<file path="src/cfg_protect_pkg.sv">
package cfg_protect_pkg;

    // ==========================================
    // Configuration image layout
    localparam int          CFG_WORDS     = 4;
    localparam int          CFG_BITS      = 128;
    localparam int          WORD_W        = 32;
    localparam int          CP_BIT        = 28;
    localparam int          BWP_BIT       = 24;
    localparam int          PWP_LSB       = 12;
    localparam int          PWP_W         = 8;
    localparam int          DEBUG_LSB     = 0;
    localparam logic [1:0]  DEBUG_OFF     = 2'h3;
    localparam logic [7:0]  PWP_NONE      = 8'hFF;
    localparam logic [127:0] CFG_RESET    = {128{1'b1}};

    // ==========================================
    // Memory map
    localparam logic [31:0] PFLASH_BASE   = 32'hBD00_0000;
    localparam logic [31:0] PFLASH_BYTES  = 32'h0008_0000;
    localparam logic [31:0] PAGE_BYTES    = 32'h0000_1000;
    localparam int          PAGE_WORDS    = 1024;
    localparam logic [31:0] BFLASH_BASE   = 32'hBFC0_0000;
    localparam logic [31:0] BFLASH_LAST   = 32'hBFC0_2FFF;

    // Identity word, value arbitrary
    localparam logic [31:0] DEVICE_ID     = 32'h1234_5001;

    // ==========================================
    // Request carriers
    typedef struct packed {
        logic        rd;
        logic        wr;
        logic        id_rd;
        logic [31:0] addr;
        logic [31:0] wdata;
    } prog_req_s;

    typedef struct packed {
        logic        wr;
        logic        erase;
        logic [31:0] addr;
    } self_req_s;

    typedef struct packed {
        logic        valid;
        logic [1:0]  word;
        logic [31:0] data;
    } cfg_wr_s;

    typedef enum logic [0:0] {
        ST_LOAD = 1'b0,
        ST_RUN  = 1'b1
    } cfg_state_e;

endpackage

</file>
<file path="src/cfg_integrity_check.sv">
`timescale 1ns/1ns
module cfg_integrity_check
    import cfg_protect_pkg::*;
(
    input  wire logic                i_clock,
    input  wire logic                i_rst,
    input  wire logic                i_ce,
    input  wire logic                i_enable,
    input  wire logic [CFG_BITS-1:0] i_active,
    input  wire logic [CFG_BITS-1:0] i_shadow,
    output logic                     o_mismatch
);

    // ==========================================
    // Bitwise compare against stored complement
    wire logic [CFG_BITS-1:0] bit_bad;
    wire logic                any_bad;

    assign bit_bad = ~(i_active ^ i_shadow);
    assign any_bad = |bit_bad;

    always_ff @(posedge i_clock) begin
        if (i_rst) begin
            o_mismatch <= 1'b0;
        end else if (i_ce) begin
            o_mismatch <= i_enable & any_bad;
        end
    end
endmodule

</file>
<file path="src/cfg_flash_protect.sv">
`timescale 1ns/1ns
// Behaviour
// - Each configuration bit programmable once per power
// - Keep inverted shadow, compare all 128 bits
// - Any mismatch raises a whole-device reset
// - Code protect blocks programmer flash access
// - Protected programmer may read only device id
// - Code protect never blocks self-programming
// - Boot write-protect bit blocks boot self-writes
// - Page protect field is word zero 19:12
// - One page is 4096 bytes, 1024 words
// - Protected pages are inverse of field
// - Region runs from base through last page
// - Region limited by implemented program flash
// - Every reset reloads configuration from boot image
// - Unprogrammed bits read one; only one-to-zero
// - Code protect forces debugger field to 11
module cfg_flash_protect
    import cfg_protect_pkg::*;
(
    input  wire logic                i_clock,
    input  wire logic                i_rst,
    input  wire logic                i_ce,
    input  wire logic                i_power_on,
    input  wire logic [CFG_BITS-1:0] i_stored_cfg,
    input  wire cfg_wr_s             i_cfg_wr,
    input  wire prog_req_s           i_prog,
    input  wire logic [WORD_W-1:0]   i_flash_rdata,
    input  wire self_req_s           i_self,
    output logic [CFG_BITS-1:0]      o_cfg_active,
    output logic                     o_cfg_ready,
    output logic                     o_cfg_mismatch_rst,
    output logic [1:0]               o_debug_en,
    output logic                     o_prog_flash_rd,
    output logic                     o_prog_flash_wr,
    output logic                     o_prog_denied,
    output logic [WORD_W-1:0]        o_prog_rdata,
    output logic                     o_prog_rvalid,
    output logic [WORD_W-1:0]        o_flash_addr,
    output logic [WORD_W-1:0]        o_flash_wdata,
    output logic                     o_self_flash_wr,
    output logic                     o_self_flash_erase,
    output logic                     o_self_blocked
);

    // ==========================================
    // Helper functions
    function automatic logic in_range(input logic [31:0] addr,
                                      input logic [31:0] lo,
                                      input logic [31:0] last);
        in_range = (addr >= lo) && (addr <= last);
    endfunction

    function automatic logic [31:0] pwp_bytes(input logic [7:0] field);
        logic [31:0] pages;
        logic [31:0] bytes;
        pages = {24'h00_0000, ~field};
        bytes = pages * PAGE_BYTES;
        if (bytes > PFLASH_BYTES) begin
            bytes = PFLASH_BYTES;
        end
        pwp_bytes = bytes;
    endfunction

    // ==========================================
    // State
    cfg_state_e            state;
    logic [CFG_BITS-1:0]   cfg_active;
    logic [CFG_BITS-1:0]   cfg_shadow;
    logic [CFG_BITS-1:0]   cfg_locked;

    // ==========================================
    // Decoded configuration
    wire logic [WORD_W-1:0] word_zero;
    wire logic              code_read_protect;
    wire logic              boot_write_protect;
    wire logic [PWP_W-1:0]  page_write_protect_count;
    wire logic [31:0]       pwp_size;
    wire logic [31:0]       pwp_last;
    wire logic              pwp_enabled;
    wire logic              running;

    assign word_zero                = cfg_active[WORD_W-1:0];
    assign code_read_protect        = ~word_zero[CP_BIT];
    assign boot_write_protect       = ~word_zero[BWP_BIT];
    assign page_write_protect_count =
        word_zero[PWP_LSB +: PWP_W];
    assign pwp_size    = pwp_bytes(page_write_protect_count);
    assign pwp_enabled = (pwp_size != 32'h0000_0000);
    assign pwp_last    = PFLASH_BASE + pwp_size - 32'h0000_0001;
    assign running     = (state == ST_RUN);

    // ==========================================
    // Configuration write path
    wire logic [CFG_BITS-1:0] wr_mask;
    wire logic [CFG_BITS-1:0] wr_zero;
    wire logic [CFG_BITS-1:0] next_active;
    wire logic [CFG_BITS-1:0] next_locked;
    wire logic                cfg_write;

    assign cfg_write = running & i_cfg_wr.valid;
    assign wr_mask   = {{(CFG_BITS-WORD_W){1'b0}}, {WORD_W{1'b1}}}
                       << ({5'h00, i_cfg_wr.word} * 7'h20);
    assign wr_zero   = {{(CFG_BITS-WORD_W){1'b0}}, ~i_cfg_wr.data}
                       << ({5'h00, i_cfg_wr.word} * 7'h20);
    // Only unlocked bits may drop to zero
    assign next_active = cfg_active
                         & ~(wr_zero & wr_mask & ~cfg_locked);
    assign next_locked = cfg_locked | (wr_zero & wr_mask);

    always_ff @(posedge i_clock) begin
        if (i_rst) begin
            state      <= ST_LOAD;
            cfg_active <= CFG_RESET;
            cfg_shadow <= ~CFG_RESET;
        end else if (i_ce) begin
            if (state == ST_LOAD) begin
                state      <= ST_RUN;
                cfg_active <= i_stored_cfg;
                cfg_shadow <= ~i_stored_cfg;
            end else if (cfg_write) begin
                cfg_active <= next_active;
                cfg_shadow <= ~next_active;
            end
        end
    end

    // Locks survive ordinary resets, cleared by power-on only
    always_ff @(posedge i_clock) begin
        if (i_power_on) begin
            cfg_locked <= {CFG_BITS{1'b0}};
        end else if (i_ce && cfg_write) begin
            cfg_locked <= next_locked;
        end
    end

    cfg_integrity_check u_check (
        .i_clock    (i_clock),
        .i_rst      (i_rst),
        .i_ce       (i_ce),
        .i_enable   (running),
        .i_active   (cfg_active),
        .i_shadow   (cfg_shadow),
        .o_mismatch (o_cfg_mismatch_rst)
    );

    // ==========================================
    // External programmer gating
    wire logic prog_rd_ok;
    wire logic prog_wr_ok;
    wire logic prog_deny;

    assign prog_rd_ok = running & i_prog.rd & ~i_prog.id_rd
                        & ~code_read_protect;
    assign prog_wr_ok = running & i_prog.wr & ~code_read_protect;
    assign prog_deny  = running & code_read_protect
                        & ((i_prog.rd & ~i_prog.id_rd) | i_prog.wr);

    // ==========================================
    // Self-programming gating
    wire logic self_req;
    wire logic self_in_boot;
    wire logic self_in_pwp;
    wire logic self_block;

    assign self_req     = running & (i_self.wr | i_self.erase);
    assign self_in_boot = in_range(i_self.addr, BFLASH_BASE, BFLASH_LAST);
    assign self_in_pwp  = pwp_enabled
                          & in_range(i_self.addr, PFLASH_BASE, pwp_last);
    // Code protect is deliberately absent here
    assign self_block   = (self_in_boot & boot_write_protect)
                          | self_in_pwp;

    // ==========================================
    // Registered outputs, then combinational cfg, ready and debug outputs
    always_ff @(posedge i_clock) begin
        if (i_rst) begin
            o_prog_flash_rd    <= 1'b0;
            o_prog_flash_wr    <= 1'b0;
            o_prog_denied      <= 1'b0;
            o_prog_rvalid      <= 1'b0;
            o_prog_rdata       <= 32'h0000_0000;
            o_flash_addr       <= 32'h0000_0000;
            o_flash_wdata      <= 32'h0000_0000;
            o_self_flash_wr    <= 1'b0;
            o_self_flash_erase <= 1'b0;
            o_self_blocked     <= 1'b0;
        end else if (i_ce) begin
            o_prog_flash_rd    <= prog_rd_ok;
            o_prog_flash_wr    <= prog_wr_ok;
            o_prog_denied      <= prog_deny;
            o_prog_rvalid      <= running & i_prog.rd;
            if (running && i_prog.rd) begin
                if (i_prog.id_rd) begin
                    o_prog_rdata <= DEVICE_ID;
                end else if (code_read_protect) begin
                    o_prog_rdata <= 32'h0000_0000;
                end else begin
                    o_prog_rdata <= i_flash_rdata;
                end
            end
            if (prog_rd_ok || prog_wr_ok) begin
                o_flash_addr  <= i_prog.addr;
                o_flash_wdata <= i_prog.wdata;
            end else if (self_req && !self_block) begin
                o_flash_addr  <= i_self.addr;
                o_flash_wdata <= 32'h0000_0000;
            end
            o_self_flash_wr    <= self_req & i_self.wr & ~self_block;
            o_self_flash_erase <= self_req & i_self.erase & ~self_block;
            o_self_blocked     <= self_req & self_block;
        end
    end

    assign o_cfg_active = cfg_active;
    assign o_cfg_ready  = running;
    assign o_debug_en   = code_read_protect ? DEBUG_OFF
                          : word_zero[DEBUG_LSB +: 2];
endmodule

</file>
<file path="config.mk">
export PLATFORM = sky130hd
export DESIGN_NAME = cfg_flash_protect
export DESIGN_NICKNAME = d
export VERILOG_FILES = /design/src/cfg_protect_pkg.sv /design/src/cfg_integrity_check.sv /design/src/cfg_flash_protect.sv
export SDC_FILE = /design/constraint.sdc
export NUM_CORES = 1
export LEC_CHECK = 0
export ABC_AREA = 1
export BUFFER_PORTS_ARGS = -buffer_cell sky130_fd_sc_hd__buf_2
export CORE_MARGIN = 2
export CORE_UTILIZATION = 48
export CTS_BUF_LIST = sky130_fd_sc_hd__clkbuf_4 sky130_fd_sc_hd__clkbuf_8
export CTS_CLUSTER_DIAMETER = 50
export DETAILED_ROUTE_END_ITERATION = 10
export PLACE_DENSITY_LB_ADDON = 0.12
export SLEW_MARGIN = 15
export SYNTH_ARGS = -nofsm -noshare
export SYNTH_HDL_FRONTEND = slang
export SYNTH_SLANG_ARGS = --single-unit
</file>
<file path="constraint.sdc">
create_clock -name i_clock -period 6.4 [get_ports i_clock]
set_input_delay 1.28 -clock i_clock [delete_from_list [all_inputs] [get_ports i_clock]]
set_output_delay 1.28 -clock i_clock [all_outputs]
set_load 0.02 [all_outputs]
</file>
==> flow_metrics.tcl, run 1 <==
set metrics [dict create \
    seq_area_sq_mm 0.00979 \
    yosysUniqueCellTypes 40 \
    dpl.cell_count 3902 \
    clock-sinks 489 \
    ant_nets 0 \
    grt_util_all_layers_pct 33.0 \
    ff2ff_setup_slack_ns 2.18 \
    gp_congestion 0.892 \
    ys_ff_latch 489 \
    cts_buffers 84 \
    cpMostUsedCell "nand2_1" \
    cp_data_arrival_time_ns 4.80 \
    finalHoldViolations 0 \
    final_common_cell "nand2_1" \
    min_path_cells 2 \
    drc 0 \
    busiest_layer "met2" \
    place_hpwl_um 56300 \
    synth-main-ff-cell "dfxtp_1" \
    timing.rr.end "o_flash_addr[4]$_SDFFE_PP0P_" \
    post_cts_resize_count 0 \
    root_buffer "clkbuf_8" \
    min_period_over_period_pct 66.0 \
    min_to "cfg_locked[111]$_SDFFE_PP0P_" \
    synth-warning-count 0 \
    grt_start_max_net_pins 103 \
    cts_hold_buf 0 \
    drt_iter0_drc 2060 \
    wl_um 81800 \
    ys_seq_area_share_pct 44.5 \
    rsz0062_at_grt "false" \
    worstPathMaxFanout 60 \
    cts_buffer_depth 3 \
    status "completed" \
    gr-total-overflow 0 \
    critPathLaunchType "flop" \
    syn_nets 3258 \
    rows 78 \
    die_h_um 218 \
    area_growth_pct 20.8 \
    multiInputGateArea_sq_mm 0.0106 \
    grt_pass1_wl_um 121000 \
    p_leak_uw 0.0112 \
    cp-end-kind "flop" \
    ff2ff_path_depth 25 \
    pin_count 535 \
    hold_path_class "reg -> reg" \
    path_clk_slew_ns 0.06 \
    syn_area_per_cell_sq_um 7.47 \
    setup_viol 0 \
    cts_tree "yes" \
    fin_skew_ns 0.0362 \
    fillers 4298 \
    r2r-start "o_cfg_active[15]$_SDFFE_PP1P_" \
    startpoint "o_cfg_active[15]$_SDFFE_PP1P_" \
    insertion_delay_ns 0.67 \
    tns_ns 0 \
    path_class "reg -> reg" \
    cp_data_required_time_ns 6.97 \
    avgViaCountPerCell 5.55 \
    max_freq_mhz 237 \
    die_w_um 218 \
    fin_nets 3703 \
    start_util_pct 48.5 \
    wl_per_cell_um 20.2 \
    cellPowerDensity_mw_per_mm2 288 \
    cp_slowest_cell "buf_4" \
    syn_inst 2943 \
    mostFrequentLayoutCells "656 x nand2_1, 532 x buf_2, 488 x dfxtp_1" \
    max_stage_delay_ns 0.57 \
    finalMaxSlewViolations 0 \
    grt_pass1_vias 20537 \
    maxCapViolations 0 \
    io_buffers 534 \
    period_minus_slack_ns 4.22 \
    synth_edf_count 0 \
    layout-drive-gt1-share_pct 24.4 \
    slew_headroom_pct 21.3 \
    htree_num_levels 3 \
    core_area_sq_mm 0.0453 \
    grt_antenna_before_repair 11 \
    use_met1_pct 44.8 \
    post-cts-setup-buffers 0 \
    num_vias 22525 \
    hp-start "cfg_locked[111]$_SDFFE_PP0P_" \
    ys_async_sr_fraction_pct 0 \
    ir_drop_v 0.000166 \
    finalNonFillerCells 4056 \
    dr.pass1.iters 5 \
    grt.met3_usage_pct 5.77 \
    die_area_sq_mm 0.0475 \
    tightest_slew_ns 1.18 \
    syn_area_sq_mm 0.0220 \
    use_met2_pct 52.7 \
]
report_power, final:
group | switching, uW | internal [uW] | total (uW)
logic | 874 | 436 | 1310
clock network | 1310 | 1650 | 2960
registers | 155 | 3210 | 3360
area by class of cell:
cell class                 count  share of cell area, %
clock buffer                 131                   6.11
timing repair buffer         556                   10.8
sequential                   489                   36.9
antenna                        9                 0.0849
inverter                     208                   2.99
clock inverter                14                  0.481
tap                          600                   2.83
multi-input combinational   2049                   39.8
routing by layer:
layer | share of wire, % | up-vias | wire length, um
li1 | - | 10711 | -
met1 | 42 | 10621 | 34200
met2 | 47 | 1049 | 38200
met3 | 8.6 | 140 | 7020
met4 | 2.8 | 4 | 2320
met5 | 0.028 | - | 23
metrics by stage:
step	cell area, sq um	setup WS [ns]	hold WS (ns)	util, %	power [uW]
3_5_place_dp	24800	2.07	0.447	54.7	4720
6_report	26500	2.18	0.454	58.6	7640
2_1_floorplan	22000	3.39	0.432	-	4190
5_1_grt	26500	1.63	0.469	58.6	7950
4_1_cts	26500	2.19	0.456	58.5	7660
3_3_place_gp	24800	2.30	0.442	54.7	4690
critical path: cells and delay by family (launching register included):
family / cells / cell delay (ns)
AND/OR/NAND/NOR: 18 / 2.19
buffers and inverters: 4 / 0.91
adder cells (fa/ha/maj): 2 / 0.50
flip-flops: 1 / 0.39
AO/OA/AOI/OAI: 1 / 0.07
flip-flops by register name, indices dropped and copies added, names as in the netlist:
register	flops
o_self_flash_erase	1
o_prog_flash_wr	1
cfg_locked	128
o_prog_rvalid	1
cfg_shadow	128
o_flash_addr	32
u_check.o_mismatch	1
o_cfg_active	128
o_prog_rdata	32
o_self_blocked	1
o_prog_flash_rd	1
o_flash_wdata	32
o_self_flash_wr	1
o_cfg_ready	1
o_prog_denied	1
worst max-delay path by stage:
stage	endpoint	slack [ns]	cells after the start
floorplan	o_flash_addr[23]$_SDFFE_PP0P_	3.39	24
finish	o_flash_addr[4]$_SDFFE_PP0P_	2.18	25
global route	o_flash_addr[4]$_SDFFE_PP0P_	1.63	24
CTS	o_flash_addr[5]$_SDFFE_PP0P_	2.19	25
global placement	o_prog_rdata[28]$_SDFFE_PP0P_	2.30	6
detailed placement	o_prog_rdata[28]$_SDFFE_PP0P_	2.07	6
synthesized netlist by cell type, types with 2 or more instances:
library cell	count	area (sq um)
a21o_1	2	15.0
a21oi_1	353	1770
a21oi_2	41	359
a221oi_1	8	70.1
a31oi_1	33	206
buf_1	8	30.0
buf_12	4	80.1
buf_2	31	155
buf_4	2	15.0
clkbuf_1	150	563
dfxtp_1	489	9790
ha_1	15	188
inv_1	199	747
inv_2	8	30.0
mux2_2	29	327
nand2_1	656	2460
nand2_2	2	12.5
nand3_1	323	1620
nand3_2	32	320
nand4_1	39	244
nor2_1	151	567
nor3_1	23	115
o21a_1	23	173
o21ai_0	146	731
o21ai_1	21	105
o21ai_2	2	17.5
o31ai_1	32	240
or2_2	16	100
xnor2_1	43	377
xor2_1	52	455
cell families (layout without fill, tap and decap cells):
logic type | count (synthesis) | after routing | share of synthesized area, %
xor gates and xnor gates | 95 | 95 | 3.79
other | 0 | 9 | 0
and+or+nand+nor | 1248 | 1248 | 25.0
adders and majority gates | 15 | 15 | 0.854
AOI/OAI and AO/OA | 662 | 662 | 16.8
buffers and inverters | 405 | 909 | 7.51
muxes | 29 | 29 | 1.49
DFF | 489 | 489 | 44.5
No activity file was read; power rests on OpenSTA's default activity.
==> inputs of run 2 (changes only) <==
==> constraint.sdc (replaced) <==
create_clock -name i_clock -period 3.8 [get_ports i_clock]
set_input_delay 0.76 -clock i_clock [delete_from_list [all_inputs] [get_ports i_clock]]
set_output_delay 0.76 -clock i_clock [all_outputs]
set_load 0.02 [all_outputs]
==> flow_metrics.tcl, run 2 (synthesized netlist as in run 1, its figures left out) <==
set metrics [dict create \
    pwr-share-clk_pct 39.7 \
    avgViaCountPerCell 5.55 \
    ff2ff_setup_slack_ns 0.38 \
    root_buffer "clkbuf_8" \
    cellPowerDensity_mw_per_mm2 488 \
    die_area_sq_mm 0.0475 \
    ant_nets 0 \
    cts_buffer_depth 3 \
    slew_headroom_pct 19.0 \
    maxCapViolations 0 \
    finalHoldViolations 0 \
    status "completed" \
    p_leak_uw 0.0114 \
    ff2ff_path_depth 24 \
    insertion_delay_ns 0.66 \
    cp-end-kind "flop" \
    pin_count 535 \
    rows 78 \
    gr-total-overflow 0 \
    final_common_cell "nand2_1" \
    hp-start "i_prog[11]" \
    path_cells "nand2_1 -> inv_1 -> nand4_1 -> nand2_1 -> inv_1 -> nor2_2 -> inv_1 -> ha_1 -> nand2_1 -> nor2_2 -> inv_1 -> ha_1 -> nand2_1 -> nor2_1 -> nand2_1 -> nor2_2 -> a21oi_1 -> nand2_1 -> nand2_1 -> nand2_2 -> nand3_4 -> buf_4 -> a21oi_1 -> nor2_1" \
    cts_buffers 84 \
    finalMaxSlewViolations 0 \
    max_stage_delay_ns 0.37 \
    p_int_uw 9180 \
    pre_cts_ws_ns 0.213 \
    grt_pass1_wl_um 120000 \
    drc 0 \
    tns_ns 0 \
    num_vias 22607 \
    wl_um 82000 \
    hold_path_class "in -> reg" \
    drt_iter0_drc 2015 \
    fin_total_pwr_uw 13100 \
    dr.pass1.iters 5 \
    setup_viol 0 \
    path_clk_slew_ns 0.06 \
    cts_hold_buf 0 \
    area_growth_pct 22.3 \
    cpMostUsedCell "nand2_1" \
    power.switching_uw 3930 \
    finalNonFillerCells 4075 \
    use_met2_pct 52.8 \
    worstPathMaxFanout 14 \
    ir_drop_v 0.000275 \
    gp_congestion 0.898 \
    rsz0062_at_grt "false" \
    htree_num_levels 3 \
    place_hpwl_um 56700 \
    grt_pass1_vias 20541 \
    mostFrequentLayoutCells "656 x nand2_1, 532 x buf_2, 487 x dfxtp_1" \
    grt.met3_usage_pct 6.76 \
    wl_per_cell_um 20.1 \
    busiest_layer "met2" \
    fin_nets 3720 \
    cp_data_arrival_time_ns 3.95 \
    p_seq_share_pct 43.1 \
    cp_slowest_cell "dfxtp_1" \
    die_h_um 218 \
    dpl.cell_count 3915 \
    core_area_sq_mm 0.0453 \
    grt_antenna_before_repair 11 \
    period_minus_slack_ns 3.42 \
    hold-worst-slack_ns 0.369 \
    setup_slack_ns 0.381 \
    r2r-start "o_cfg_active[12]$_SDFFE_PP1P_" \
    layout-drive-gt1-share_pct 24.9 \
    clock-sinks 489 \
    power_frac_comb_pct 17.3 \
    critPathLaunchType "flop" \
    start_util_pct 48.5 \
    use_met1_pct 43.8 \
    cp_data_required_time_ns 4.34 \
    die_w_um 218 \
    tightest_slew_ns 1.21 \
    path_class "reg -> reg" \
    io_buffers 534 \
    min_period_over_period_pct 90.0 \
    min_to "o_flash_wdata[11]$_SDFFE_PP0P_" \
    fin_skew_ns 0.0179 \
    power_switching_share_pct 30.0 \
    grt_start_max_net_pins 193 \
    cts_tree "yes" \
    timing.rr.end "o_flash_addr[18]$_SDFFE_PP0P_" \
    max_freq_mhz 293 \
    grt_util_all_layers_pct 32.9 \
    min_path_cells 3 \
]
==> run 2: cell types whose count changed in the layout (fill, tap and decap cells not counted), moves of 2 or more <==
| cell | before | now |
|---|---|---|
| buf_12 | 1 | 10 |
| buf_4 | 21 | 29 |
| clkbuf_8 | 102 | 111 |
| clkinv_2 | 6 | 3 |
| inv_6 | 5 | 3 |
| nor2_1 | 148 | 146 |
| nor2_2 | 1 | 3 |
==> run 2: worst max-delay path by stage <==
stage,start,slack [ns],end,depth (start not counted)
finish,o_cfg_active[12]$_SDFFE_PP1P_,0.38,o_flash_addr[18]$_SDFFE_PP0P_,24
detailed placement,o_cfg_active[15]$_SDFFE_PP1P_,0.21,o_flash_addr[18]$_SDFFE_PP0P_,24
floorplan,o_cfg_active[15]$_SDFFE_PP1P_,0.79,o_flash_addr[23]$_SDFFE_PP0P_,24
global route,o_cfg_active[12]$_SDFFE_PP1P_,0.006,o_flash_addr[18]$_SDFFE_PP0P_,23
global placement,o_cfg_active[15]$_SDFFE_PP1P_,0.38,o_flash_addr[18]$_SDFFE_PP0P_,24
CTS,o_cfg_active[15]$_SDFFE_PP1P_,0.19,o_flash_addr[18]$_SDFFE_PP0P_,24
==> run 2: power by group through the flow <==
stage	registers [uW]	clock network (uW)	logic (uW)
after floorplan	5890	0	1180
after detailed placement	5750	0	2220
after global placement	5740	0	2190
after global routing	5680	5480	2450
after CTS	5640	5260	2230
final	5650	5200	2260
==> run 2: final cells by class <==
type / count / area (sq um)
well taps: 600 / 751
multi-input cells: 2050 / 10600
flip-flops and latches: 489 / 9790
repair buffers: 572 / 3090
inverters: 208 / 795
fillers: 4333 / 18400
clock buffers: 139 / 1740
diodes: 9 / 22.5
clock inverters: 8 / 105
==> run 2: metal layers <==
layer	up-vias	routed length (um)
li1	10751	-
met1	10712	34500
met2	999	38200
met3	143	6740
met4	2	2590
met5	-	11
==> run 2: per-stage QoR <==
stage          utilization [%]  cell area, sq um
2_1_floorplan                -             22000
3_3_place_gp              55.2             25000
3_5_place_dp              55.2             25000
4_1_cts                   59.2             26800
5_1_grt                   59.4             26900
6_report                  59.4             26900
==> run 2: repair_timing <==
item | 4_1_cts | 5_1_grt
endpoints found under the setup margin | 0 | 64
buffers inserted | 0 | 3
gates resized for setup | 0 | 3
==> run 2: worst max-delay path, delay by kind of cell, from the launching register on <==
family / cells / cell delay, ns
compound gates: 2 / 0.26
fa+ha+maj: 2 / 0.50
buf+inv: 5 / 0.62
flops: 1 / 0.37
simple gates: 15 / 1.56
